==> config.mk <==
export PLATFORM = sky130hd
export DESIGN_NAME = mcu_instruction_executor
export DESIGN_NICKNAME = d
export VERILOG_FILES = /design/src/design/mcu_exec_pkg.sv /design/src/design/mcu_alu.sv /design/src/design/mcu_instruction_executor.sv
export SDC_FILE = /design/constraint.sdc
export NUM_CORES = 2
export LEC_CHECK = 0
export ABC_AREA = 0
export BUFFER_PORTS_ARGS = -buffer_cell sky130_fd_sc_hd__buf_2
export CORE_ASPECT_RATIO = 0.8
export CORE_MARGIN = 10
export CORE_UTILIZATION = 65
export CTS_CLUSTER_DIAMETER = 40
export DETAILED_ROUTE_END_ITERATION = 8
export PLACE_DENSITY = 0.82
export SLEW_MARGIN = 20
export SYNTH_ARGS = -nofsm -noshare
export SYNTH_HDL_FRONTEND = slang
export SYNTH_SLANG_ARGS = --single-unit
==> constraint.sdc <==
create_clock -name i_core_clk -period 10.3 [get_ports i_core_clk]
set_input_delay 1.545 -clock i_core_clk [delete_from_list [all_inputs] [get_ports i_core_clk]]
set_output_delay 1.545 -clock i_core_clk [all_outputs]
set_load 0.01 [all_outputs]
==> src/design/mcu_exec_pkg.sv <==
// Constants and types shared by the instruction executor and its ALU
// Functional notes
// - Each instruction is one 13-bit word (long call and jump add a target word): opcode field plus operand fields.
// - An instruction cycle is two clocks; ordinary instructions take one.
// - A register operation writing the program counter takes two cycles.
// - Jump, call and all returns complete in one instruction cycle; long call and jump take two.
// - A conditional skip whose condition is true takes two cycles.
// - Any bit of any register can be cleared or tested, and set except in the interrupt status register.
// - I/O registers behave as general registers for every instruction except single-bit set on the interrupt status register.
// - Control register moves reach only indices 5 to 7 and 10 to 15.
// - Single-bit set has no effect on the interrupt status register.
// - Literals inside a word are 8 bits, or 10 bits for jumps.
// - Table read stores low byte, or high five bits, per select.
// - Long call and jump take target from next word; call pushes return.
// - Returns pop the stack; interrupt return enables, literal loads A.
`default_nettype none
package mcu_exec_pkg;
  // Word groups in bits 12:11
  localparam logic [1:0] GRP_REG = 2'h0;
  localparam logic [1:0] GRP_LIT = 2'h1;
  localparam logic [1:0] GRP_BIT = 2'h2;
  localparam logic [1:0] GRP_JMP = 2'h3;
  // Register group operations in bits 10:7, bit 6 selects register dest
  localparam logic [3:0] OP_MISC = 4'h0;
  localparam logic [3:0] OP_CTRL = 4'h1;
  localparam logic [3:0] OP_CLR  = 4'h2;
  localparam logic [3:0] OP_SUB  = 4'h3;
  localparam logic [3:0] OP_DEC  = 4'h4;
  localparam logic [3:0] OP_OR   = 4'h5;
  localparam logic [3:0] OP_AND  = 4'h6;
  localparam logic [3:0] OP_XOR  = 4'h7;
  localparam logic [3:0] OP_ADD  = 4'h8;
  localparam logic [3:0] OP_MOV  = 4'h9;
  localparam logic [3:0] OP_COM  = 4'ha;
  localparam logic [3:0] OP_INC  = 4'hb;
  localparam logic [3:0] OP_DJZ  = 4'hc;
  localparam logic [3:0] OP_RRC  = 4'hd;
  localparam logic [3:0] OP_RLC  = 4'he;
  localparam logic [3:0] OP_JZ   = 4'hf;
  // Codes in the register field of OP_MISC with bit 6 clear
  localparam logic [5:0] MISC_RET   = 6'h01;
  localparam logic [5:0] MISC_INTERRUPT_RETURN_OP  = 6'h02;
  localparam logic [5:0] MISC_ENI   = 6'h03;
  localparam logic [5:0] MISC_DISI  = 6'h04;
  localparam logic [5:0] MISC_SLEEP = 6'h05;
  localparam logic [5:0] MISC_WDTC  = 6'h06;
  localparam logic [5:0] MISC_CLRA  = 6'h07;
  localparam logic [5:0] MISC_LONG_CALL_OP = 6'h08;
  localparam logic [5:0] MISC_LONG_JUMP_OP  = 6'h09;
  // Literal group operations in bits 10:8
  localparam logic [2:0] LIT_MOV  = 3'h0;
  localparam logic [2:0] LIT_OR   = 3'h1;
  localparam logic [2:0] LIT_AND  = 3'h2;
  localparam logic [2:0] LIT_XOR  = 3'h3;
  localparam logic [2:0] LIT_LITERAL_RETURN_OP = 3'h4;
  localparam logic [2:0] LIT_SUB  = 3'h5;
  localparam logic [2:0] LIT_ADD  = 3'h6;
  // Bit group operations in bits 10:9
  localparam logic [1:0] BOP_CLEAR    = 2'h0;
  localparam logic [1:0] BOP_SET      = 2'h1;
  localparam logic [1:0] BOP_SKIP_CLR = 2'h2;
  localparam logic [1:0] BOP_SKIP_SET = 2'h3;
  // Register addresses with special meaning
  localparam logic [5:0] ADDR_PC         = 6'h02;
  localparam logic [5:0] ADDR_STATUS     = 6'h03;
  localparam logic [5:0] ADDR_TBL_LO     = 6'h09;
  localparam logic [5:0] ADDR_TBL_HI     = 6'h0a;
  localparam logic [5:0] ADDR_INT_STATUS = 6'h0f;
  localparam int ST_C = 0;
  localparam int ST_DC = 1;
  localparam int ST_Z = 2;
  localparam int TBL_SEL_BIT = 7;
  // Control register indices that exist
  localparam logic [15:0] IOC_VALID = 16'hfce0;
  localparam int STACK_DEPTH = 8;
  typedef enum logic [1:0] {
    mode_exec, mode_dead, mode_long, mode_table
  } mode_t;
endpackage : mcu_exec_pkg
`default_nettype wire

==> src/design/mcu_alu.sv <==
// Eight-bit ALU for the instruction executor
`default_nettype none
module mcu_alu (
  // Operation select
  input  wire logic [3:0] i_op,
  // Operands
  input  wire logic [7:0] i_acc,
  input  wire logic [7:0] i_opnd,
  input  wire logic       i_carry,
  // Result and flags
  output logic      [7:0] o_result,
  output logic            o_zero,
  output logic            o_carry,
  output logic            o_dcarry
);
  logic [8:0] sum;
  logic [4:0] nib;

  always_comb begin
    sum = 9'h000;
    nib = 5'h00;
    o_result = i_opnd;
    o_carry = i_carry;
    o_dcarry = 1'b0;
    case (i_op)
      mcu_exec_pkg::OP_ADD: begin
        sum = {1'b0, i_acc} + {1'b0, i_opnd};
        nib = {1'b0, i_acc[3:0]} + {1'b0, i_opnd[3:0]};
        o_result = sum[7:0];
        o_carry = sum[8];
        o_dcarry = nib[4];
      end
      mcu_exec_pkg::OP_SUB: begin
        // Carry reads as no-borrow
        sum = {1'b0, i_opnd} - {1'b0, i_acc};
        nib = {1'b0, i_opnd[3:0]} - {1'b0, i_acc[3:0]};
        o_result = sum[7:0];
        o_carry = ~sum[8];
        o_dcarry = ~nib[4];
      end
      mcu_exec_pkg::OP_DEC, mcu_exec_pkg::OP_DJZ: o_result = i_opnd - 8'h01;
      mcu_exec_pkg::OP_INC, mcu_exec_pkg::OP_JZ:  o_result = i_opnd + 8'h01;
      mcu_exec_pkg::OP_OR:  o_result = i_acc | i_opnd;
      mcu_exec_pkg::OP_AND: o_result = i_acc & i_opnd;
      mcu_exec_pkg::OP_XOR: o_result = i_acc ^ i_opnd;
      mcu_exec_pkg::OP_COM: o_result = ~i_opnd;
      mcu_exec_pkg::OP_CLR: o_result = 8'h00;
      mcu_exec_pkg::OP_RRC: begin
        o_result = {i_carry, i_opnd[7:1]};
        o_carry = i_opnd[0];
      end
      mcu_exec_pkg::OP_RLC: begin
        o_result = {i_opnd[6:0], i_carry};
        o_carry = i_opnd[7];
      end
      default: o_result = i_opnd;
    endcase
    o_zero = (o_result == 8'h00);
  end
endmodule : mcu_alu
`default_nettype wire

==> src/design/mcu_instruction_executor.sv <==
// Fetch, decode and execution sequencing of the 8-bit core
`default_nettype none
module mcu_instruction_executor (
  // Clock and reset
  input  wire logic        i_core_clk,
  input  wire logic        i_srst,
  // Program memory
  output logic      [12:0] o_prog_addr,
  input  wire logic [12:0] i_prog_data,
  // Wake from sleep
  input  wire logic        i_wake,
  // Core state
  output logic      [12:0] o_pc,
  output logic      [7:0]  o_acc,
  output logic             o_zero,
  output logic             o_carry,
  output logic             o_dcarry,
  output logic             o_int_enable,
  output logic             o_sleeping,
  output logic             o_wdt_clear,
  output logic             o_instr_done
);
  typedef struct packed {
    logic                   phase;
    mcu_exec_pkg::mode_t    mode;
    logic [12:0]            pc;
    logic [12:0]            prog_addr;
    logic [7:0]             acc;
    logic                   zero;
    logic                   carry;
    logic                   dcarry;
    logic                   int_en;
    logic                   sleeping;
    logic                   wdt_clear;
    logic                   done;
    logic                   long_call;
    logic                   tbl_high;
    logic [5:0]             tbl_dest;
    logic [2:0]             sp;
    logic [63:0][7:0]       regs;
    logic [15:0][7:0]       ioc;
    logic [mcu_exec_pkg::STACK_DEPTH-1:0][12:0] stack;
  } state_t;

  state_t              st;
  state_t              next_st;
  logic [12:0]         next_pc;
  logic [12:0]         fetch;
  mcu_exec_pkg::mode_t next_mode;
  logic                goto_dead;
  logic                wr_en;
  logic [5:0]          wr_addr;
  logic [7:0]          wr_data;
  logic                upd_z;
  logic                upd_c;
  logic                upd_dc;
  logic [7:0]          rv;
  logic [7:0]          bit_mask;
  logic [3:0]          alu_op;
  logic [7:0]          alu_opnd;
  logic [7:0]          alu_res;
  logic                alu_z;
  logic                alu_c;
  logic                alu_dc;
  logic [12:0]         top;
  logic [7:0]          tbl_lo_bits;
  logic [7:0]          tbl_hi_bits;
  logic                exec_now;

  // Word fields
  logic [1:0] grp;
  logic [3:0] rop;
  logic       dst;
  logic [5:0] r;
  logic [2:0] lop;
  logic [7:0] k8;
  logic [1:0] bop;
  logic [2:0] bnum;
  assign grp  = i_prog_data[12:11];
  assign rop  = i_prog_data[10:7];
  assign dst  = i_prog_data[6];
  assign r    = i_prog_data[5:0];
  assign lop  = i_prog_data[10:8];
  assign k8   = i_prog_data[7:0];
  assign bop  = i_prog_data[10:9];
  assign bnum = i_prog_data[8:6];
  assign top  = st.stack[st.sp - 3'h1];
  assign tbl_lo_bits = i_prog_data[7:0];
  assign tbl_hi_bits = {3'h0, i_prog_data[12:8]};
  assign exec_now = st.phase && (st.mode == mcu_exec_pkg::mode_exec) &&
                    !st.sleeping;
  assign bit_mask = 8'h01 << bnum;

  // Status and program counter read back like any register
  always_comb begin
    rv = st.regs[r];
    if (r == mcu_exec_pkg::ADDR_PC) begin
      rv = st.pc[7:0];
    end else if (r == mcu_exec_pkg::ADDR_STATUS) begin
      rv = 8'h00;
      rv[mcu_exec_pkg::ST_Z] = st.zero;
      rv[mcu_exec_pkg::ST_DC] = st.dcarry;
      rv[mcu_exec_pkg::ST_C] = st.carry;
    end
  end

  always_comb begin
    alu_op = rop;
    alu_opnd = rv;
    if (grp == mcu_exec_pkg::GRP_LIT) begin
      alu_opnd = k8;
      case (lop)
        mcu_exec_pkg::LIT_OR:  alu_op = mcu_exec_pkg::OP_OR;
        mcu_exec_pkg::LIT_AND: alu_op = mcu_exec_pkg::OP_AND;
        mcu_exec_pkg::LIT_XOR: alu_op = mcu_exec_pkg::OP_XOR;
        mcu_exec_pkg::LIT_SUB: alu_op = mcu_exec_pkg::OP_SUB;
        mcu_exec_pkg::LIT_ADD: alu_op = mcu_exec_pkg::OP_ADD;
        default:               alu_op = mcu_exec_pkg::OP_MOV;
      endcase
    end
  end

  mcu_alu u_alu (
    .i_op     (alu_op),
    .i_acc    (st.acc),
    .i_opnd   (alu_opnd),
    .i_carry  (st.carry),
    .o_result (alu_res),
    .o_zero   (alu_z),
    .o_carry  (alu_c),
    .o_dcarry (alu_dc)
  );

  always_comb begin
    next_st = st;
    next_st.done = 1'b0;
    next_st.wdt_clear = 1'b0;
    next_st.phase = ~st.phase;
    next_pc = st.pc + 13'h0001;
    fetch = 13'h0000;
    next_mode = mcu_exec_pkg::mode_exec;
    goto_dead = 1'b0;
    wr_en = 1'b0;
    wr_addr = r;
    wr_data = alu_res;
    upd_z = 1'b0;
    upd_c = 1'b0;
    upd_dc = 1'b0;
    if (st.phase && st.sleeping) begin
      // Fetch address is held so the wake resumes at the next word
      if (i_wake) begin
        next_st.sleeping = 1'b0;
      end
    end else if (st.phase) begin
      case (st.mode)
        mcu_exec_pkg::mode_exec: begin
          case (grp)
            mcu_exec_pkg::GRP_REG: begin
              if (rop >= mcu_exec_pkg::OP_SUB) begin
                if (dst) begin
                  wr_en = 1'b1;
                end else begin
                  next_st.acc = alu_res;
                end
              end
              case (rop)
                mcu_exec_pkg::OP_MISC: begin
                  if (dst) begin
                    wr_en = 1'b1;
                    wr_data = st.acc;
                  end else begin
                    case (r)
                      mcu_exec_pkg::MISC_RET, mcu_exec_pkg::MISC_INTERRUPT_RETURN_OP: begin
                        next_pc = top;
                        next_st.sp = st.sp - 3'h1;
                        if (r == mcu_exec_pkg::MISC_INTERRUPT_RETURN_OP) begin
                          next_st.int_en = 1'b1;
                        end
                      end
                      mcu_exec_pkg::MISC_ENI:  next_st.int_en = 1'b1;
                      mcu_exec_pkg::MISC_DISI: next_st.int_en = 1'b0;
                      mcu_exec_pkg::MISC_SLEEP: begin
                        next_st.sleeping = 1'b1;
                        next_st.wdt_clear = 1'b1;
                      end
                      mcu_exec_pkg::MISC_WDTC: next_st.wdt_clear = 1'b1;
                      mcu_exec_pkg::MISC_CLRA: begin
                        next_st.acc = 8'h00;
                        next_st.zero = 1'b1;
                      end
                      mcu_exec_pkg::MISC_LONG_CALL_OP, mcu_exec_pkg::MISC_LONG_JUMP_OP: begin
                        next_mode = mcu_exec_pkg::mode_long;
                        next_st.long_call = (r == mcu_exec_pkg::MISC_LONG_CALL_OP);
                        next_pc = st.pc;
                        fetch = st.pc + 13'h0001;
                      end
                      default: next_st.int_en = st.int_en;
                    endcase
                  end
                end
                mcu_exec_pkg::OP_CTRL: begin
                  // Other indices are ignored, A keeps its value
                  if (r[5:4] == 2'h0 && mcu_exec_pkg::IOC_VALID[r[3:0]]) begin
                    if (dst) begin
                      next_st.ioc[r[3:0]] = st.acc;
                    end else begin
                      next_st.acc = st.ioc[r[3:0]];
                    end
                  end
                end
                mcu_exec_pkg::OP_CLR: begin
                  if (dst) begin
                    wr_en = 1'b1;
                    upd_z = 1'b1;
                  end else begin
                    // Program port is shared, so the table word costs a cycle
                    next_mode = mcu_exec_pkg::mode_table;
                    next_st.tbl_dest = r;
                    next_st.tbl_high = st.regs[mcu_exec_pkg::ADDR_TBL_HI]
                                       [mcu_exec_pkg::TBL_SEL_BIT];
                    fetch = {st.regs[mcu_exec_pkg::ADDR_TBL_HI][4:0],
                             st.regs[mcu_exec_pkg::ADDR_TBL_LO]};
                  end
                end
                mcu_exec_pkg::OP_SUB, mcu_exec_pkg::OP_ADD: begin
                  upd_z = 1'b1;
                  upd_c = 1'b1;
                  upd_dc = 1'b1;
                end
                mcu_exec_pkg::OP_RRC, mcu_exec_pkg::OP_RLC: begin
                  upd_c = 1'b1;
                end
                mcu_exec_pkg::OP_DJZ, mcu_exec_pkg::OP_JZ: begin
                  if (alu_z) begin
                    next_pc = st.pc + 13'h0002;
                    goto_dead = 1'b1;
                  end
                end
                default: upd_z = 1'b1;
              endcase
            end
            mcu_exec_pkg::GRP_LIT: begin
              case (lop)
                mcu_exec_pkg::LIT_MOV: next_st.acc = k8;
                mcu_exec_pkg::LIT_LITERAL_RETURN_OP: begin
                  next_st.acc = k8;
                  next_pc = top;
                  next_st.sp = st.sp - 3'h1;
                end
                mcu_exec_pkg::LIT_SUB, mcu_exec_pkg::LIT_ADD: begin
                  next_st.acc = alu_res;
                  upd_z = 1'b1;
                  upd_c = 1'b1;
                  upd_dc = 1'b1;
                end
                mcu_exec_pkg::LIT_OR, mcu_exec_pkg::LIT_AND,
                mcu_exec_pkg::LIT_XOR: begin
                  next_st.acc = alu_res;
                  upd_z = 1'b1;
                end
                default: next_st.acc = st.acc;
              endcase
            end
            mcu_exec_pkg::GRP_BIT: begin
              case (bop)
                mcu_exec_pkg::BOP_CLEAR: begin
                  wr_en = 1'b1;
                  wr_data = rv & ~bit_mask;
                end
                mcu_exec_pkg::BOP_SET: begin
                  wr_en = (r != mcu_exec_pkg::ADDR_INT_STATUS);
                  wr_data = rv | bit_mask;
                end
                mcu_exec_pkg::BOP_SKIP_CLR, mcu_exec_pkg::BOP_SKIP_SET: begin
                  if (rv[bnum] == (bop == mcu_exec_pkg::BOP_SKIP_SET)) begin
                    next_pc = st.pc + 13'h0002;
                    goto_dead = 1'b1;
                  end
                end
                default: wr_en = 1'b0;
              endcase
            end
            default: begin
              next_pc = {st.pc[12:10], i_prog_data[9:0]};
              if (i_prog_data[10]) begin
                next_st.stack[st.sp] = st.pc + 13'h0001;
                next_st.sp = st.sp + 3'h1;
              end
            end
          endcase
        end
        mcu_exec_pkg::mode_long: begin
          next_pc = i_prog_data;
          if (st.long_call) begin
            next_st.stack[st.sp] = st.pc + 13'h0002;
            next_st.sp = st.sp + 3'h1;
          end
        end
        mcu_exec_pkg::mode_table: begin
          next_pc = st.pc;
          wr_en = 1'b1;
          wr_addr = st.tbl_dest;
          wr_data = st.tbl_high ? tbl_hi_bits : tbl_lo_bits;
        end
        default: next_pc = st.pc;
      endcase
      if (wr_en) begin
        case (wr_addr)
          mcu_exec_pkg::ADDR_PC: begin
            next_pc = {st.pc[12:8], wr_data};
            goto_dead = 1'b1;
          end
          mcu_exec_pkg::ADDR_STATUS: begin
            next_st.zero = wr_data[mcu_exec_pkg::ST_Z];
            next_st.dcarry = wr_data[mcu_exec_pkg::ST_DC];
            next_st.carry = wr_data[mcu_exec_pkg::ST_C];
          end
          default: next_st.regs[wr_addr] = wr_data;
        endcase
      end
      // Flag results take priority over a direct status write
      if (upd_z) begin
        next_st.zero = alu_z;
      end
      if (upd_c) begin
        next_st.carry = alu_c;
      end
      if (upd_dc) begin
        next_st.dcarry = alu_dc;
      end
      next_st.pc = next_pc;
      next_st.mode = goto_dead ? mcu_exec_pkg::mode_dead : next_mode;
      next_st.prog_addr = (next_st.mode == mcu_exec_pkg::mode_long ||
                           next_st.mode == mcu_exec_pkg::mode_table) ?
                          fetch : next_pc;
      next_st.done = (next_st.mode == mcu_exec_pkg::mode_exec);
    end
  end

  always_ff @(posedge i_core_clk) begin
    if (i_srst) begin
      st <= '0;
    end else begin
      st <= next_st;
    end
  end

  assign o_prog_addr  = st.prog_addr;
  assign o_pc         = st.pc;
  assign o_acc        = st.acc;
  assign o_zero       = st.zero;
  assign o_carry      = st.carry;
  assign o_dcarry     = st.dcarry;
  assign o_int_enable = st.int_en;
  assign o_sleeping   = st.sleeping;
  assign o_wdt_clear  = st.wdt_clear;
  assign o_instr_done = st.done;
endmodule : mcu_instruction_executor
`default_nettype wire

# Yosys cells after proc, flatten, opt, wreduce, memory -nomap -nowiden
# Memory sizes are Yosys's and may differ from the RTL's.
# Cells that the tools add are included.
# word_totals
register_bits	799
mem_bits_ro	16
in_bits	16
out_inout_bits	41
elab_cells	419
memories	1
# memory_table
memory	depth	width	read_ports	rd_ports_with_merged_regs	write_ports	line_no	source
(no name shown)	16	1	1	0	0	mcu_instruction_executor.sv:203	if (r[5:4] == 2'h0 && mcu_exec_pkg::IOC_VALID[r[3:0]]) begin
# op_classes
add_sub_neg	10
n_lt_le_gt_ge	10
eq_ne	63
shift	1
mux	158
bitwise	16
reduce_logical	56
# ops
operator	count
$mux 512	2
$mux 758	1
$mux 128	5
$bwmux 512	1
$mux 104	3
$bwmux 104	2
$pmux 104 s2	1
$mux 13	15
$mux 8	21
$bwmux 128	1
$pmux 13 s2	4
$pmux 8 s2	6
$pmux 8 s11	1
$bmux 8 s6	1
$demux 8 s6	1
$eq 4x4->1 const B	12
$mux 1	44
$bmux 13 s3	1
$demux 13 s3	1
$pmux 13 s3	1
$bmux 8 s4	1
$demux 8 s4	1
$eq 6x2->1 const B	4
$eq 6x3->1 const B	4
other kinds (76)	180

# Longest topological paths before layout
# logic_depth
ltp_word	21
ltp_mapped	27
depth_no_buf	21

# Modules after synthesis
# A second synthesis with hierarchy kept.
# hier_totals
cells_unflattened	4476
area_unflattened_um2	40093.5
# by_module_without_submodules
module	instances	cells_per_inst	area_per_inst_um2	seq_area_each_um2
mcu_instruction_executor	1	4168	37972.7	15975.3
mcu_alu	1	308	2120.8	0.0

# Least setup slack after synthesis
# No wires, ideal clock.
# synth_timing
kind	input-to-reg
start	input port i_prog_data[1]
end	register st (netlist bit o_pc[4])
setup_time_ps	117
arrival_ps	6456
t_required_ps	10183
slack_ps	3727
stages	24
path_buffers	5
cell_sequence	buf_6 -> buf_12 -> buf_8 -> buf_6 -> mux4_2 -> mux2i_1 -> nand2_1 -> o2bb2ai_2 -> mux2i_1 -> inv_1 -> fa_1 -> a211oi_1 -> o21bai_1 -> a21oi_1 -> xnor2_1 -> a22o_1 -> a211oi_1 -> a32o_1 -> nor4b_2 -> and4_1 -> buf_6 -> a21oi_2 -> a221o_1 -> a32o_1
# synth_via
elab_chain_cells	15
word_cells_on_any_way	54
classes_between	add/sub: 4; eq/ne: 8; mux: 33; bitwise: 6; reduce/logical: 3
# synth_rtl
item	line_no	source
from (decl)	mcu_instruction_executor.sv:9	input wire logic [12:0] i_prog_data,
branches (longest 14 deep; another with $add 8x1->8)	-	
$mux 13 (*)	mcu_instruction_executor.sv:307	if (wr_en) begin
to (signal assigned)	mcu_instruction_executor.sv:344	st <= next_st;
to (decl)	mcu_instruction_executor.sv:45	state_t st;
# Mark *: on every way between the ends. The select of a mux whose other input is x is not followed.
# A chain may end at the register's enable or synchronous reset.

# Worst setup path after layout
# layout_timing
start	input port i_prog_data[0]
end	register st (netlist bit o_pc[1])
# Same word-level chain as after synthesis.

==> results by group <==
Route
  • Drt total wl: 129.6 mm
  • Via count: 34850
  • Iter 0 DRT Violations: 5727
  • Routed Antenna Nets: 0
  • Initial DRT Pass Iterations: 9
  • Remaining DRCs: 3
  • Average wire per standard cell: 25.01 microns
  • Vias/cell: 6.727

Clocking
  • Clock Path Buffers: 3
  • Total CTS buffers: 94
  • CTS HTree Levels: 3
  • Post-CTS sizing: 0
  • Post CTS Setup Buffer Count: 0
  • # clock sinks: 799
  • Worst-Skew Late Latency: 690 ps
  • CTS tree: built
  • CTS hold repair buffers: 0
  • Clock slew at reported path FFs: 60 ps
  • CTS Root Cell: clkbuf_16

Job
  • Max cap viols: 0

Timing
  • Slew Limit Fails: 0
  • Final-report hold violation count: 0
  • Setup violations, final: 0
  • Minimum clock period: 8377 ps
  • RSZ-0062 raised after global routing: false
  • Max Clk Rate: 0.1194 GHz
  • Setup TNS Final: 0 ps
  • Tightest Pin Transition: 1212 ps
  • Slew HR: 0.1845
  • Clock Skews: 34.65 ps
  • Period Utilization, post-route: 0.8133

Power
  • PwrDens: 172.1 mW/mm^2
  • Power, Total: 7.597 mW
  • Worst VDD drop: 0.0002003 V
  • Leakage: 19.04 nW

Setup path
  • Crit path from: i_prog_data[0]
  • Worst setup path category: input port to register
  • Startpoint Class: input port
  • Crit path arrival time: 8900 ps
  • Worst r2r src: o_pc[1]
  • Largest fanout on the critical path: 40
  • WP data required: 10830 ps
  • Crit end category: register

Placed design
  • Routability congestion estimate from global placement: 1.020
  • IO Port Bufs: 56
  • Placed cells: 5000
  • Detail Placement HPWL: 83.90 mm

Global route
  • GRT busiest layer: met2
  • Largest net degree at the start of global routing: 225
  • First-pass GRT wire length: 197.9 mm
  • Vias in the first global route: 32570
  • GRT overflow: 0
  • Antenna violations before repair: 8
  • Grt met1 use: 0.4807
  • Overall Global Routing Usage: 0.3409
  • Met2 usage: 0.4812
  • GRT met3 Usage: 0.1157

Floorplan
  • Row cnt: 81
  • Die Y: 243.5 microns
  • Die width: 299.4 microns
  • Initial Utilization: 0.6599
  • Total die area: 0.07292 sq mm
  • Io pins: 57
  • Core Area: 0.06152 sq mm

Logic synthesis
  • Asr flop ratio synth: 0
  • Post-synth EDFFs: 0
  • Net count after synthesis: 4477
  • Syn avg cell area: 9.183 sq um
  • Warnings, synthesis: 0
  • Sequential element share of the synthesized area: 0.3940
  • Mapped Cells: 4421
  • Mapped cell area: 0.04060 sq mm
  • Synth Register Bits: 799
  • Primary FF master, synth: dfxtp_1
  • Post-synth cell types: 108

Min path
  • Worst min-delay path class: register to register

Layout
  • Layout cells sized above 1: 0.1187
  • Area delta synth->final: 8.716%
  • Fillers: 4518
  • Commonest non-fill, non-tap cell in the layout: nor2_1
  • Most frequent cells in the layout: nor2_1 (860), dfxtp_1 (798), mux2i_1 (647)
  • Final cell count without fillers: 5181
  • Layout Nets: 4323
  • Core Util, Final: 0.7174

Status
  • Outcome: complete, but fails checks
  • Failing checks: DRC
[cell usage after synthesis, types with 9 or more instances]
library cell / number / area, sq um
o221ai_1: 23 / 201.4
ha_1: 37 / 462.9
o211ai_1: 22 / 165.2
nand4_1: 9 / 56.30
mux4_2: 143 / 3221
nand2_1: 349 / 1310
buf_1: 20 / 75.07
a211oi_1: 65 / 488.0
and2_1: 19 / 118.9
o21ai_0: 86 / 430.4
dfxtp_1: 799 / 16000
o22ai_1: 40 / 250.2
buf_4: 45 / 337.8
buf_6: 18 / 202.7
inv_1: 42 / 157.7
a22oi_1: 41 / 307.8
nand2b_1: 24 / 150.1
a21oi_1: 264 / 1321
nand3_1: 66 / 330.3
a31oi_1: 23 / 143.9
o21ai_1: 22 / 110.1
a221oi_1: 18 / 157.7
nor2b_1: 93 / 581.8
buf_2: 35 / 175.2
and3_1: 18 / 112.6
a21o_1: 14 / 105.1
nor3_1: 44 / 220.2
xnor2_1: 16 / 140.1
nor2_1: 862 / 3236
xor2_1: 20 / 175.2
clkbuf_1: 241 / 904.6
a22o_1: 12 / 105.1
nor3_2: 10 / 100.1
mux2i_1: 648 / 6486
mux2_2: 21 / 236.5
[stage by stage]
step / area [sq um] / worst slack [ps] / hold WS (ps)
global placement: 40700 / 1784 / 438.5
global route: 44120 / 1706 / 467.2
CTS: 44060 / 2342 / 454.3
detailed placement: 40700 / 1690 / 445.6
floorplan: 40600 / 3727 / 422.0
finish: 44130 / 1923 / 451.8
[area by class of cell]
type                    instances  area [sq um]  area share
well taps                     830          1039     0.02353
clock inverters                66         870.8     0.01973
flip-flops and latches        799         16000      0.3624
repair buffers                117         827.0     0.01874
clock buffers                 109          2489     0.05639
diodes                          5         12.51   0.0002835
multi-input cells            3211         22740      0.5151
inverters                      44         165.2    0.003742
[routing by layer]
| layer | share of wire | routed length (microns) |
|---|---|---|
| met1 | 0.41 | 52740 |
| met2 | 0.41 | 53390 |
| met3 | 0.14 | 18540 |
| met4 | 0.037 | 4845 |
| met5 | 0.00032 | 41 |
[path summary, 6_finish.rpt]
| check | slack [ps] | depth (start not counted) | endpoint |
|---|---|---|---|
| max | 1920 | 22 | o_pc[1] |
| min | 450 | 2 | register |
| max reg2reg | 3620 | 21 | o_pc[1] |
| min reg2reg | 450 | 2 | register |
[where the power goes]
group          switching (mW)  internal, mW
clock network            1.48          2.06
registers              0.0304          3.10
logic                   0.666         0.248
[worst max-delay path, stage by stage]
cell and delay, ps:
buf_6 390, nor2b_1 970, a22oi_1 210, a21oi_1 520
nor4b_2 170, o2bb2ai_2 200, mux2i_1 520, inv_1 270
fa_1 550, a211oi_1 320, o21bai_1 100, a21oi_1 220
xnor2_1 90, a22o_1 230, a211oi_1 190, a32o_1 440
nor4b_2 350, nand4_2 550, mux2i_1 330, nor2_1 50
o21ai_0 460, o21ai_0 180
[cell families (layout without fill, tap and decap cells)]
family / after synthesis / after routing / synth area share
muxes: 813 / 813 / 0.2455
buffers and inverters: 411 / 336 / 0.04904
adders and majority gates: 40 / 40 / 0.01288
AOI/OAI and AO/OA: 762 / 762 / 0.1235
xor gates and xnor gates: 36 / 36 / 0.007767
and+or+nand+nor: 1560 / 1560 / 0.1673
other: 0 / 5 / 0
DFF: 799 / 799 / 0.3940
(Power assumes the default switching activity.)
